==> src/dcra_pkg.sv <==
// Purpose: shared constants for the eight-channel dual-address transfer engine
// Assumes: one clock (mclk), asynchronous active-high reset
// Notes:   field positions refer to the per-channel control words fed in as ports
//
// Contract
// [RL1] Internal request asks core for bus; cycles start only after grant.
// [RL2] Control bit 11 picks snoop or non-snoop bus acquisition per channel.
// [RL3] Bit 10 set in non-snoop mode: give bus back on core request.
// [RL4] Release bus once no channel has a pending request.
// [RL5] NMI held pending while the engine owns the bus.
// [RL6] Software stops engine before halting core or entering doze with snoop.
// [RL7] Start with external select 0 raises internal request at once.
// [RL8] Internal request stays until channel ends; units run back to back.
// [RL9] Internally requested channels move memory to memory only.
// [RL10] Start with external select 1 waits in standby for a request.
// [RL11] Interrupt-router request by low level; pin by falling edge or level.
// [RL12] Dual address only: read into holding buffer, then write out.
// [RL13] Acknowledge strobe asserts on every I/O access of the channel.
// [RL14] Eight channels 0..7; writing start 1 puts channel in standby.
// [RL15] Standby: request transfers, none releases bus, completion/error goes idle.
// [RL16] Completion of a channel raises an interrupt signal.
// [RL17] Source and destination each increment, decrement or stay fixed.
// [RL18] Software sets address change to fixed on the I/O side.
// [RL19] Counting start bit selectable per side: 0, 4, 8, 12 or 16.
// [RL20] Unit moved per request is 32, 16 or 8 bits.
// [RL21] Step is 2**bit above zero, else the unit in bytes.
// [RL22] Count selects 3 bits: 000..100 valid, 101..111 prohibited.
// [RL23] Router request cleared by ack; memory-to-memory acks only at count zero.
// [RL24] Pin: memory-to-memory uses level only, I/O-to-memory falling edge only.

package dcra_pkg;
  localparam int NCH = 8;
  localparam int AW = 32;
  localparam int CCR_W = 16;
  localparam int DTCR_W = 6;
  // Channel control word
  localparam int CCR_SNOOP = 11;
  localparam int CCR_YIELD = 10;
  localparam int CCR_EXT = 9;
  localparam int CCR_SAC_LO = 6;
  localparam int CCR_DAC_LO = 4;
  localparam int CCR_SIZE_LO = 2;
  localparam int CCR_SRC_IO = 1;
  localparam int CCR_DST_IO = 0;
  // Transfer control word
  localparam int DTCR_SOURCE_COUNT_BIT_SEL_LO = 0;
  localparam int DTCR_DEST_COUNT_BIT_SEL_LO = 3;
  // Address change codes; 1x means fixed
  localparam logic [1:0] CHG_INC = 2'h0;
  localparam logic [1:0] CHG_DEC = 2'h1;
  // Unit size codes; 0x means 32 bits
  localparam logic [1:0] SIZE_16 = 2'h2;
  localparam logic [1:0] SIZE_8 = 2'h3;
  localparam logic [2:0] CSEL_MAX = 3'h4;
  localparam logic [AW-1:0] BYTES_32 = 32'h4;
  localparam logic [AW-1:0] BYTES_16 = 32'h2;
  localparam logic [AW-1:0] BYTES_8 = 32'h1;
  localparam logic [AW-1:0] WORD_RST = 32'h0;
endpackage

==> src/dcra_hold_buf.sv <==
// Purpose: holding buffer for the word between source read and destination write
// Assumes: load is a one-cycle strobe
// Notes:   data comes straight from the register
`timescale 1ns/1ps
`default_nettype none

module dcra_hold_buf #(
  parameter int W = 32
) (
  input wire logic mclk,
  input wire logic rst,
  input wire logic load,
  input wire logic [W-1:0] load_data,
  output logic [W-1:0] data
);
  typedef struct packed {
    logic [W-1:0] word;
  } dcra_hb_t;

  dcra_hb_t s_reg;
  dcra_hb_t s_next;

  always_comb begin
    s_next = s_reg;
    if (load) begin
      s_next.word = load_data;
    end
  end

  always_ff @(posedge mclk or posedge rst) begin
    if (rst) begin
      s_reg <= '0;
    end else begin
      s_reg <= s_next;
    end
  end

  assign data = s_reg.word;
endmodule // dcra_hold_buf

`default_nettype wire

==> src/dcra_engine.sv <==
// Purpose: eight-channel engine: requests, bus arbitration with the core, transfers
// Assumes: all inputs except rst synchronous to mclk; bus answers each access with bus_done or bus_error
// Notes:   channel 0 has the highest fixed priority
`timescale 1ns/1ps
`default_nettype none

module dcra_engine (
  input wire logic mclk,
  input wire logic rst,
  input wire logic [dcra_pkg::NCH-1:0][dcra_pkg::CCR_W-1:0] channel_control,
  input wire logic [dcra_pkg::NCH-1:0][dcra_pkg::DTCR_W-1:0] transfer_control,
  input wire logic [dcra_pkg::NCH-1:0][dcra_pkg::AW-1:0] src_addr_init,
  input wire logic [dcra_pkg::NCH-1:0][dcra_pkg::AW-1:0] dst_addr_init,
  input wire logic [dcra_pkg::NCH-1:0][dcra_pkg::AW-1:0] byte_count_init,
  input wire logic [dcra_pkg::NCH-1:0] start_pulse,
  input wire logic [dcra_pkg::NCH-1:0] chan_stop,
  input wire logic [dcra_pkg::NCH-1:0] irqctl_transfer_request_n,
  input wire logic [dcra_pkg::NCH-1:0] pin_transfer_request_n,
  input wire logic bus_grant,
  input wire logic core_release_req,
  input wire logic bus_done,
  input wire logic bus_error,
  input wire logic [dcra_pkg::AW-1:0] bus_rdata,
  output logic bus_req,
  output logic bus_snoop,
  output logic [dcra_pkg::AW-1:0] bus_addr,
  output logic [1:0] bus_size,
  output logic bus_rd,
  output logic bus_wr,
  output logic [dcra_pkg::AW-1:0] bus_wdata,
  output logic [dcra_pkg::NCH-1:0] transfer_ack_n,
  output logic nmi_hold,
  output logic [dcra_pkg::NCH-1:0] done_pulse,
  output logic [dcra_pkg::NCH-1:0] chan_active,
  output logic [dcra_pkg::NCH-1:0] chan_error
);
  import dcra_pkg::*;

  // ----------------------------------------------------------------
  // State
  // ----------------------------------------------------------------
  typedef enum logic [2:0] {
    ENG_IDLE,
    ENG_REQ,
    ENG_PICK,
    ENG_READ,
    ENG_WRITE
  } dcra_eng_t;

  typedef struct packed {
    dcra_eng_t eng;
    logic [NCH-1:0] active;
    logic [NCH-1:0] error;
    logic [NCH-1:0] edge_pend;
    logic [NCH-1:0] pin_prev;
    logic [NCH-1:0] ack_n;
    logic [NCH-1:0] done;
    logic [NCH-1:0][AW-1:0] src;
    logic [NCH-1:0][AW-1:0] dst;
    logic [NCH-1:0][AW-1:0] cnt;
    logic [2:0] cur;
    logic bus_req;
    logic snoop;
    logic rd;
    logic wr;
    logic nmi_hold;
    logic [AW-1:0] addr;
    logic [1:0] size;
  } dcra_state_t;

  dcra_state_t s_reg;
  dcra_state_t s_next;
  logic hb_load;
  logic [AW-1:0] hb_data;

  // ----------------------------------------------------------------
  // Decoding helpers
  // ----------------------------------------------------------------
  function automatic logic [AW-1:0] unit_bytes(input logic [1:0] size);
    unique case (size)
      SIZE_16: unit_bytes = BYTES_16;
      SIZE_8: unit_bytes = BYTES_8;
      default: unit_bytes = BYTES_32;
    endcase
  endfunction

  // Code n selects counting from bit 4n, so the shift is {code, 2'b00}
  function automatic logic [AW-1:0] step_addr(input logic [AW-1:0] a,
                                              input logic [1:0] chg,
                                              input logic [2:0] csel,
                                              input logic [1:0] size);
    logic [AW-1:0] step;
    step = (csel == 3'h0) ? unit_bytes(size) : (BYTES_8 << {csel, 2'h0}); // see [RL19] [RL21]
    unique case (chg)
      CHG_INC: step_addr = a + step; // see [RL17]
      CHG_DEC: step_addr = a - step;
      default: step_addr = a;
    endcase
  endfunction

  function automatic logic [2:0] pick_chan(input logic [NCH-1:0] req);
    pick_chan = 3'h0;
    for (int i = NCH - 1; i >= 0; i--) begin
      if (req[i]) begin
        pick_chan = 3'(i);
      end
    end
  endfunction

  // ----------------------------------------------------------------
  // Request detection
  // ----------------------------------------------------------------
  logic [NCH-1:0] m2m;
  logic [NCH-1:0] ext_req;
  logic [NCH-1:0] pending;
  logic [NCH-1:0] fall;
  logic [2:0] pick;
  logic any_pending;

  always_comb begin
    for (int c = 0; c < NCH; c++) begin
      m2m[c] = ~channel_control[c][CCR_SRC_IO] & ~channel_control[c][CCR_DST_IO];
      fall[c] = s_reg.pin_prev[c] & ~pin_transfer_request_n[c];
      // Pin detection is tied to the device mix rather than a separate switch
      ext_req[c] = ~irqctl_transfer_request_n[c] // see [RL11]
                   | (m2m[c] ? ~pin_transfer_request_n[c] : s_reg.edge_pend[c]); // see [RL24]
      // Internal requests stay up until the channel ends
      pending[c] = s_reg.active[c]
                   & (channel_control[c][CCR_EXT] ? ext_req[c] : 1'b1); // see [RL7] [RL8] [RL10]
    end
    any_pending = |pending;
    pick = pick_chan(pending);
  end

  // ----------------------------------------------------------------
  // Next-state logic
  // ----------------------------------------------------------------
  logic [CCR_W-1:0] cc;
  logic [DTCR_W-1:0] tc;
  logic [AW-1:0] ub;
  logic last;
  logic yield_now;
  logic bad_cfg;

  always_comb begin
    s_next = s_reg;
    hb_load = 1'b0;
    s_next.done = '0;
    s_next.pin_prev = pin_transfer_request_n;
    cc = channel_control[s_reg.cur];
    tc = transfer_control[s_reg.cur];
    ub = unit_bytes(cc[CCR_SIZE_LO +: 2]);
    last = (s_reg.cnt[s_reg.cur] <= ub);
    // A core release request only counts in non-snoop mode
    yield_now = core_release_req & ~cc[CCR_SNOOP] & cc[CCR_YIELD]; // see [RL3]
    bad_cfg = 1'b0;

    unique case (s_reg.eng)
      ENG_IDLE: begin
        if (any_pending) begin
          s_next.bus_req = 1'b1; // see [RL1]
          s_next.snoop = channel_control[pick][CCR_SNOOP]; // see [RL2]
          s_next.eng = ENG_REQ;
        end
      end
      ENG_REQ: begin
        if (!any_pending) begin
          s_next.bus_req = 1'b0;
          s_next.eng = ENG_IDLE;
        end else if (bus_grant) begin
          s_next.nmi_hold = 1'b1; // see [RL5]
          s_next.eng = ENG_PICK;
        end
      end
      ENG_PICK: begin
        s_next.ack_n = '1;
        if (!any_pending || yield_now) begin
          s_next.bus_req = 1'b0; // see [RL4] [RL15]
          s_next.nmi_hold = 1'b0;
          s_next.eng = ENG_IDLE;
        end else begin
          // Bus cycles only start once the grant has been seen
          s_next.cur = pick; // see [RL1] [RL8]
          s_next.addr = s_reg.src[pick];
          s_next.size = channel_control[pick][CCR_SIZE_LO +: 2]; // see [RL20]
          s_next.rd = 1'b1; // see [RL12]
          s_next.ack_n[pick] = ~channel_control[pick][CCR_SRC_IO]; // see [RL13]
          s_next.eng = ENG_READ;
        end
      end
      ENG_READ: begin
        if (bus_error) begin
          s_next.rd = 1'b0;
          s_next.ack_n = '1;
          s_next.active[s_reg.cur] = 1'b0; // see [RL15]
          s_next.error[s_reg.cur] = 1'b1;
          s_next.eng = ENG_PICK;
        end else if (bus_done) begin
          hb_load = 1'b1; // see [RL12]
          s_next.rd = 1'b0;
          s_next.wr = 1'b1;
          s_next.addr = s_reg.dst[s_reg.cur];
          s_next.ack_n = '1;
          s_next.ack_n[s_reg.cur] = ~cc[CCR_DST_IO]; // see [RL13]
          s_next.eng = ENG_WRITE;
        end
      end
      ENG_WRITE: begin
        if (bus_error) begin
          s_next.wr = 1'b0;
          s_next.ack_n = '1;
          s_next.active[s_reg.cur] = 1'b0; // see [RL15]
          s_next.error[s_reg.cur] = 1'b1;
          s_next.eng = ENG_PICK;
        end else if (bus_done) begin
          s_next.wr = 1'b0;
          s_next.ack_n = '1;
          s_next.edge_pend[s_reg.cur] = 1'b0;
          s_next.src[s_reg.cur] = step_addr(s_reg.src[s_reg.cur], cc[CCR_SAC_LO +: 2],
                                            tc[DTCR_SOURCE_COUNT_BIT_SEL_LO +: 3], cc[CCR_SIZE_LO +: 2]);
          s_next.dst[s_reg.cur] = step_addr(s_reg.dst[s_reg.cur], cc[CCR_DAC_LO +: 2],
                                            tc[DTCR_DEST_COUNT_BIT_SEL_LO +: 3], cc[CCR_SIZE_LO +: 2]);
          s_next.cnt[s_reg.cur] = last ? WORD_RST : s_reg.cnt[s_reg.cur] - ub;
          if (last) begin
            s_next.active[s_reg.cur] = 1'b0; // see [RL15]
            s_next.done[s_reg.cur] = 1'b1; // see [RL16]
            // Memory-to-memory: the strobe that clears the router comes only now
            if (m2m[s_reg.cur] && cc[CCR_EXT]) begin
              s_next.ack_n[s_reg.cur] = 1'b0; // see [RL23]
            end
          end
          s_next.eng = ENG_PICK;
        end
      end
    endcase

    // Channel control after the engine, so a new edge outlives its clear
    for (int c = 0; c < NCH; c++) begin
      if (s_reg.active[c] && fall[c]) begin
        s_next.edge_pend[c] = 1'b1; // see [RL11]
      end
      if (chan_stop[c]) begin
        s_next.active[c] = 1'b0;
      end
      if (start_pulse[c] && !s_reg.active[c]) begin
        bad_cfg = (transfer_control[c][DTCR_SOURCE_COUNT_BIT_SEL_LO +: 3] > CSEL_MAX) // see [RL22]
                  | (transfer_control[c][DTCR_DEST_COUNT_BIT_SEL_LO +: 3] > CSEL_MAX)
                  | (~channel_control[c][CCR_EXT] & ~m2m[c]); // see [RL9]
        s_next.error[c] = bad_cfg;
        s_next.active[c] = ~bad_cfg; // see [RL14]
        s_next.edge_pend[c] = 1'b0;
        s_next.src[c] = src_addr_init[c];
        s_next.dst[c] = dst_addr_init[c];
        s_next.cnt[c] = byte_count_init[c];
      end
    end
  end

  // ----------------------------------------------------------------
  // Registers
  // ----------------------------------------------------------------
  always_ff @(posedge mclk or posedge rst) begin
    if (rst) begin
      s_reg <= '{eng: ENG_IDLE, ack_n: '1, pin_prev: '1, default: '0};
    end else begin
      s_reg <= s_next;
    end
  end

  dcra_hold_buf #(
    .W(AW)
  ) u_hold (
    .mclk(mclk),
    .rst(rst),
    .load(hb_load),
    .load_data(bus_rdata),
    .data(hb_data)
  );

  assign bus_req = s_reg.bus_req;
  assign bus_snoop = s_reg.snoop;
  assign bus_addr = s_reg.addr;
  assign bus_size = s_reg.size;
  assign bus_rd = s_reg.rd;
  assign bus_wr = s_reg.wr;
  assign bus_wdata = hb_data;
  assign transfer_ack_n = s_reg.ack_n;
  assign nmi_hold = s_reg.nmi_hold;
  assign done_pulse = s_reg.done;
  assign chan_active = s_reg.active;
  assign chan_error = s_reg.error;
endmodule // dcra_engine

`default_nettype wire

==> config.mk <==
export PLATFORM = sky130hd
export DESIGN_NAME = dcra_engine
export DESIGN_NICKNAME = d
export VERILOG_FILES = /design/src/dcra_pkg.sv /design/src/dcra_hold_buf.sv /design/src/dcra_engine.sv
export SDC_FILE = /design/constraint.sdc
export NUM_CORES = 2
export LEC_CHECK = 0
export BUFFER_PORTS_ARGS = -buffer_cell sky130_fd_sc_hd__buf_2
export CORE_AREA = 3 3 429 431
export DETAILED_ROUTE_END_ITERATION = 8
export DIE_AREA = 0 0 432 434
export HOLD_SLACK_MARGIN = 0.1
export PLACE_DENSITY = 0.54
export SLEW_MARGIN = 25
export SYNTH_ARGS = -nofsm -noshare
export SYNTH_HDL_FRONTEND = slang
export SYNTH_SLANG_ARGS = --single-unit
==> constraint.sdc <==
create_clock -name mclk -period 45.3 [get_ports mclk]
set_input_delay 6.795 -clock mclk [delete_from_list [all_inputs] [get_ports mclk]]
set_output_delay 6.795 -clock mclk [all_outputs]
set_load 0.01 [all_outputs]
# [Word-level counts from Yosys, hierarchy flattened]
# Index checks and enable logic that the tools add are counted.
[totals] reg_bits=893 input_bits=1014 out_inout_bits=103 word_cells=594
[classes] addsub=5 magnitude_cmp=21 n_eq_ne=75 shifts=2 n_mux=176 n_bitwise=125 reduce_logical=129
[ops] cell="$mux W776" n=2
[ops] cell="$mux W32" n=43
[ops] cell="$mux W784" n=1
[ops] cell="$bwmux W256" n=3
[ops] cell="$bmux W32 S3" n=4
[ops] cell="$pmux W32 S2" n=3
[ops] cell="$bmux W16 S3" n=2
[ops] cell="$demux W32 S3" n=1
[ops] cell="$sub A32 B32 Y32" n=3
[ops] cell="$mux W8" n=10
[ops] cell="$ne A5 B5 Y1 const B" n=16
[ops] cell="$reduce_and A3 Y1" n=26
[ops] cell="$reduce_bool A3 Y1" n=26
[ops] cell="$mux W1" n=71
[ops] cell="$add A32 B32 Y32" n=2
[ops] cell="$shl A1 B5 Y32 const A" n=2
[ops] cell="$not A1 Y1" n=60
[ops] cell="$ne A3 B3 Y1 const B" n=19
[ops] cell="$reduce_and A4 Y1" n=13
[ops] cell="$gt A3 B3 Y1 const B" n=16
[ops] cell="$mux W3" n=13
[ops] cell="$reduce_bool A2 Y1" n=19
[ops] cell="$and A1 B1 Y1" n=34
[ops] cell="$mux W34" n=1
[ops] cell="38 further kinds" n=143

# [Depth between registers and ports, before layout]
[depth] ltp_word=22 ltp_mapped=35 depth_no_buf=26

# [Modules after synthesis]
# Synthesis repeated with hierarchy kept, for this count alone.
[hier_totals] hier_cells=6484 hier_area_um2=54337.1
[modules_own_cells] module="dcra_engine" instances=1 cells_each=6415 area_per_inst_um2=52988.3 seq_area_each_um2=21565.7
[modules_own_cells] module="dcra_hold_buf" instances=1 cells_each=69 area_per_inst_um2=1348.8 seq_area_each_um2=800.8

# [Least setup slack after synthesis]
# OpenSTA, ideal clock, no wires.
[synth_timing] kind="input -> register" startpoint="input transfer_control[34] (netlist name)" endpoint="register s_reg[322] (netlist name)" setup_ns=0.066 arrival_time_ns=11.830 required_time_ns=45.234 path_slack_ns=33.404 stages=23 path_buffers=3 cell_sequence="mux4_2 -> a221oi_1 -> and2_1 -> clkbuf_1 -> and2_1 -> buf_2 -> nand3_1 -> ha_1 -> ha_1 -> ha_1 -> nor2_1 -> a31oi_1 -> nand2_1 -> ha_1 -> clkbuf_1 -> a21o_1 -> a21oi_1 -> nor3b_1 -> o21ai_0 -> a41o_1 -> and2_1 -> a221oi_1 -> a31o_2"
[synth_via] elab_chain_len=14 word_cells_on_any_way=16 classes_between="add/sub: 2; shift: 1; mux: 12; reduce/logical: 1"
[synth_rtl] item="start, declared" line="dcra_engine.sv:11" text="input wire logic [dcra_pkg::NCH-1:0][dcra_pkg::DTCR_W-1:0] transfer_control,"
[synth_rtl] item="$bmux W6 S3 *" line="dcra_engine.sv:151" text="tc = transfer_control[s_reg.cur];"
[synth_rtl] item="$mux W6 (implied by the code) *" line="dcra_engine.sv:151"
[synth_rtl] item="$logic_not A3 Y1 or $shl A1 B5 Y32 (tied branches)" line="dcra_engine.sv:93" text="step = (csel == 3'h0) ? unit_bytes(size) : (BYTES_8 << {csel, 2'h0});"
[synth_rtl] item="$mux W32 *" line="dcra_engine.sv:93"
[synth_rtl] item="$sub A32 B32 Y32 or $add A32 B32 Y32 (tied branches)" line="dcra_engine.sv:96, dcra_engine.sv:95"
[synth_rtl] item="$pmux W32 S2 *" line="dcra_engine.sv:94" text="unique case (chg)"
[synth_rtl] item="$mux W32 *" line="dcra_engine.sv:215" text="end else if (bus_done) begin"
[synth_rtl] item="$mux W32 *" line="dcra_engine.sv:209" text="if (bus_error) begin"
[synth_rtl] item="$mux W32 *" line="dcra_engine.sv:158" text="unique case (s_reg.eng)"
[synth_rtl] item="$bwmux W256 *" line="dcra_engine.sv:221" text="s_next.dst[s_reg.cur] = step_addr(s_reg.dst[s_reg.cur], cc[CCR_DAC_LO +: 2],"
[synth_rtl] item="$mux W784 *" line="dcra_engine.sv:215"
[synth_rtl] item="$mux W776 *" line="dcra_engine.sv:209"
[synth_rtl] item="$mux W776 *" line="dcra_engine.sv:158"
[synth_rtl] item="$mux W32 *" line="dcra_engine.sv:245" text="if (start_pulse[c] && !s_reg.active[c]) begin"
[synth_rtl] item="end signal, assigned" line="dcra_engine.sv:266" text="s_reg <= s_next;"
[synth_rtl] item="end, declared" line="dcra_engine.sv:71" text="dcra_state_t s_reg;"
# Mark *: on every way between the ends. The rest lies on a longest branch, timed or not. The select of a mux whose other input is x is not followed.
# A chain may end at the register's enable or synchronous reset.

# [Final worst setup path]
[layout_timing] startpoint="input transfer_control[40] (netlist name)" endpoint="register s_reg[486] (netlist name)"
# Same word-level chain as after synthesis.

==> results.txt <==
----------------------------------------------------
[Outcome]
  Run status ... finished, final reports clean

[CTS]
  Number of sinks driven by the clock tree ... 893
  Number of gates resized after CTS ... 0
  Worst-skew pair later-pin latency ... 810 ps
  Library cell used as clock root buffer ... sky130_fd_sc_hd__clkbuf_16
  CTS tree ... done
  Count of buffers added by post-CTS timing repair for setup ... 0
  Number of hold buffers added after cts ... 0
  Reg clk slew, reported paths ... 60 ps
  Worst-case clock buffer depth ... 3
  Clock H-tree levels ... 3
  TritonCTS buffer count ... 111

[GRT]
  Vias in the first global route ... 58011
  Pin count of the biggest net entering global routing ... 153
  Number of antenna violations at the first check in global routing ... 116
  Global-route wire length before repair ... 476 mm
  Combined global-route utilization of all metal layers ... 36.3%
  Congestion Overflow GR ... 0

[Timing]
  Max Fclk ... 76.9 MHz
  Fin Setup TNS ... 0 ps
  Worst Max-Slew Pin Slew ... 1170 ps
  Largest clock skew in the final design ... 55.7 ps
  Worst slew margin ... 22.3%
  Worst path setup slack after routing ... 32290 ps
  Post-route worst hold slack ... 495 ps
  Setup Viol. Count Final ... 0
  Total count of hold-check failures in the final report ... 0
  Unrepaired setup endpoints after global routing ... false
  Minimum period implied by the final worst setup slack ... 13010 ps
  Number of max-slew violations in the final report ... 0
  Portion of the clock cycle consumed by the worst path in the final layout ... 28.7%

[Worst setup path]
  Worst reg-to-reg path cell count ... 19
  Endpoint of the worst register-to-register path ... s_reg[710]$_DFFE_PP0P_
  Critical setup path kind ... in -> reg
  Critical Path Start Type ... primary input
  Beginning of the critical path ... transfer_control[40]
  End of the critical path ... s_reg[486]$_DFFE_PP0P_
  Signal arrival time at the worst endpoint ... 13620 ps
  Data required, critical path ... 45910 ps
  RR Startpoint ... s_reg[40]$_DFFE_PP0P_
  Endpoint kind of the worst setup timing path ... flop
  Register-to-Register Setup Slack ... 36540 ps
  Critical Path Fanout Max ... 14

[Power and ir drop]
  Static leakage power ... 28.5 nW
  Worst vdd rail ir drop ... 0.0497 mV
  PD cells ... 84.3 mW/mm2

[Final layout]
  Net count reported at finish ... 8384
  Layout-stage area growth over the synthesis result ... 21.2%
  Layout Cell Area excl Fill ... 0.0656 mm2
  Count of placed standard cells in the final layout, fillers left out ... 9839
  Fraction of layout instances using a drive strength above 1 ... 22.9%
  Max reg flops ... 790

[Synth]
  Proportion of synthesized flip-flops having asynchronous set or reset ... 100%
  Synth warnings ... 0
  Sequential share of the synthesized area ... 41.4%
  Avg Inst Size Synth ... 8.27 um2
  Number of synthesized register bits ... 893
  Proportion of netlist area held by the largest area contributor ... 40.6%
  Mapped Cells ... 6541
  Number of synthesized flops with an enable pin ... 0
  Count of distinct cell types in the synthesized netlist ... 101
  Synthesized Nets ... 7629
  Most common flop cell mapped by yosys ... sky130_fd_sc_hd__dfrtp_1
  Cell area after technology mapping ... 0.0541 mm2
  Library cell occupying the most area in the post-synthesis netlist ... sky130_fd_sc_hd__dfrtp_1
  Area contributors post-synth ... sky130_fd_sc_hd__dfrtp_1 (41%), sky130_fd_sc_hd__nand2_1 (7.3%), sky130_fd_sc_hd__o21ai_0 (6.7%)

[Die]
  Die width ... 432 um
  Height of the chip ... 434 um
  Number of placement rows ... 156
  Initial Util ... 30.0%
  Area inside the core boundary ... 0.181 mm2
  Number of placed I/O pins ... 1117
  Die Area ... 0.187 mm2

[Placement]
  Half-perimeter wire length after placement ... 248 mm
  Cell Area, Placed ... 0.0616 mm2
  Dpl cells ... 9552
  Global placer's final weighted congestion ... 0.948
  Count of port buffers added during placement ... 1076
  Pre-CTS setup slack ... 31800 ps

[Route]
  Vias after detailed routing ... 61131
  DRC violation count after routing ... 0
  Detailed-router iteration count before antenna repair ... 6
  Routed WL per cell ... 36.1 um
  Post-DR vias/cell ... 6.21
  DR iter-0 viols ... 8154
  Total detailed-routing wirelength ... 355 mm
  Antenna viol nets, final ... 0

[Flow run]
  Max Cap Violations ... 0

[Min path]
  Hold depth ... 1
  HP Class ... reg -> reg

----------------------------------------------------
-- layout make-up --
type | count | area, um2
multi-input combinational | 4998 | 29400
clock buffer | 165 | 3200
antenna | 78 | 195
sequential | 893 | 22400
inverter | 53 | 209
clock inverter | 43 | 470
tap | 2370 | 2970
fill | 18880 | 115000
timing repair buffer | 1239 | 6700
-- logic make-up after synthesis --
kind of cell | count (synthesis) | synth area share, %
AOI/OAI and AO/OA | 2235 | 24.8
and+or+nand+nor | 2328 | 18.9
muxes | 308 | 7.15
DFF | 893 | 41.4
buffers and inverters | 650 | 5.24
xor gates and xnor gates | 53 | 0.858
adders and majority gates | 74 | 1.75
-- per-stage QoR --
step,power (mW),utilization [%]
2_1_floorplan,3.08,-
3_3_place_gp,4.48,34.1
3_5_place_dp,4.51,34.1
4_1_cts,5.45,36.2
5_1_grt,5.77,36.3
6_report,5.53,36.3
-- per-layer routing --
layer / routed length (um) / up-vias / track usage, %
li1: - / 25198 / -
met1: 129000 / 30235 / 43.4
met2: 158000 / 4511 / 55.7
met3: 36600 / 1165 / 9.75
met4: 31000 / 22 / 27.6
met5: 135 / - / 0
-- critical path, cell delays in order --
cell and delay [ps]:
sky130_fd_sc_hd__buf_2 140, sky130_fd_sc_hd__mux2i_1 670, sky130_fd_sc_hd__a211oi_1 210, sky130_fd_sc_hd__a221oi_2 300, sky130_fd_sc_hd__buf_4 290, sky130_fd_sc_hd__and2_1 310, sky130_fd_sc_hd__and2_1 440, sky130_fd_sc_hd__nand3_1 280
sky130_fd_sc_hd__ha_1 300, sky130_fd_sc_hd__ha_1 270, sky130_fd_sc_hd__ha_1 290, sky130_fd_sc_hd__a21oi_1 90, sky130_fd_sc_hd__ha_1 360, sky130_fd_sc_hd__inv_1 80, sky130_fd_sc_hd__o21ai_0 310, sky130_fd_sc_hd__nand2_1 160
sky130_fd_sc_hd__o211a_1 320, sky130_fd_sc_hd__o21ai_0 390, sky130_fd_sc_hd__a41o_1 470, sky130_fd_sc_hd__a21oi_1 140, sky130_fd_sc_hd__a311oi_2 760, sky130_fd_sc_hd__o21ai_0 200
-- worst min path at each step --
stage                                 from                           to  slack (ps)
2_1_floorplan      bus_size[1]$_DFFE_PP0P_      bus_size[1]$_DFFE_PP0P_         450
3_3_place_gp       bus_size[1]$_DFFE_PP0P_      bus_size[1]$_DFFE_PP0P_         470
3_5_place_dp        s_reg[836]$_DFFE_PP0P_       s_reg[836]$_DFFE_PP0P_         480
4_1_cts             s_reg[836]$_DFFE_PP0P_       s_reg[836]$_DFFE_PP0P_         500
5_1_grt        u_hold.data[23]$_DFFE_PP0P_  u_hold.data[23]$_DFFE_PP0P_         510
6_report       u_hold.data[27]$_DFFE_PP0P_  u_hold.data[27]$_DFFE_PP0P_         500
-- synth_stat cells (63+ instances only) --
cell,instances
sky130_fd_sc_hd__a21o_1,73
sky130_fd_sc_hd__a21oi_1,586
sky130_fd_sc_hd__a22oi_1,99
sky130_fd_sc_hd__a31oi_1,185
sky130_fd_sc_hd__and3_1,119
sky130_fd_sc_hd__buf_4,70
sky130_fd_sc_hd__clkbuf_1,431
sky130_fd_sc_hd__dfrtp_1,877
sky130_fd_sc_hd__ha_1,71
sky130_fd_sc_hd__mux2_2,69
sky130_fd_sc_hd__mux2i_1,178
sky130_fd_sc_hd__nand2_1,1048
sky130_fd_sc_hd__nand3_1,185
sky130_fd_sc_hd__nor2_1,593
sky130_fd_sc_hd__nor3_1,114
sky130_fd_sc_hd__o21ai_0,728
sky130_fd_sc_hd__o221ai_1,63
sky130_fd_sc_hd__o22ai_1,112
-- cells in the final DEF, fill, tap and decap left out, types with 18 or more instances in the layout --
cell and count:
sky130_fd_sc_hd__a211oi_1 26, sky130_fd_sc_hd__a21o_1 73, sky130_fd_sc_hd__a21oi_1 584, sky130_fd_sc_hd__a221oi_1 52
sky130_fd_sc_hd__a22oi_1 99, sky130_fd_sc_hd__a31oi_1 184, sky130_fd_sc_hd__and2_1 21, sky130_fd_sc_hd__and3_1 119
sky130_fd_sc_hd__buf_2 1077, sky130_fd_sc_hd__buf_4 154, sky130_fd_sc_hd__clkbuf_1 34, sky130_fd_sc_hd__clkbuf_16 113
sky130_fd_sc_hd__clkbuf_8 18, sky130_fd_sc_hd__clkinv_2 26, sky130_fd_sc_hd__dfrtp_1 874, sky130_fd_sc_hd__diode_2 78
sky130_fd_sc_hd__ha_1 71, sky130_fd_sc_hd__inv_1 48, sky130_fd_sc_hd__mux2_2 69, sky130_fd_sc_hd__mux2i_1 175
sky130_fd_sc_hd__mux4_2 52, sky130_fd_sc_hd__nand2_1 1026, sky130_fd_sc_hd__nand3_1 185, sky130_fd_sc_hd__nand4_1 54
sky130_fd_sc_hd__nor2_1 570, sky130_fd_sc_hd__nor2_4 18, sky130_fd_sc_hd__nor2b_1 19, sky130_fd_sc_hd__nor3_1 111
sky130_fd_sc_hd__o211ai_1 23, sky130_fd_sc_hd__o21a_1 62, sky130_fd_sc_hd__o21ai_0 725, sky130_fd_sc_hd__o21ai_1 54
sky130_fd_sc_hd__o221ai_1 62, sky130_fd_sc_hd__o22ai_1 112, sky130_fd_sc_hd__o31ai_1 28, sky130_fd_sc_hd__or3_1 60
sky130_fd_sc_hd__xnor2_1 27, sky130_fd_sc_hd__xor2_1 26
-- power breakdown --
| part | switching [mW] | internal, mW |
|---|---|---|
| Sequential | 0.122 | 0.947 |
| Combinational | 2.49 | 1.04 |
| Clock | 0.400 | 0.529 |
| Total | 3.02 | 2.51 |
Power figures use the tool's default switching activity.
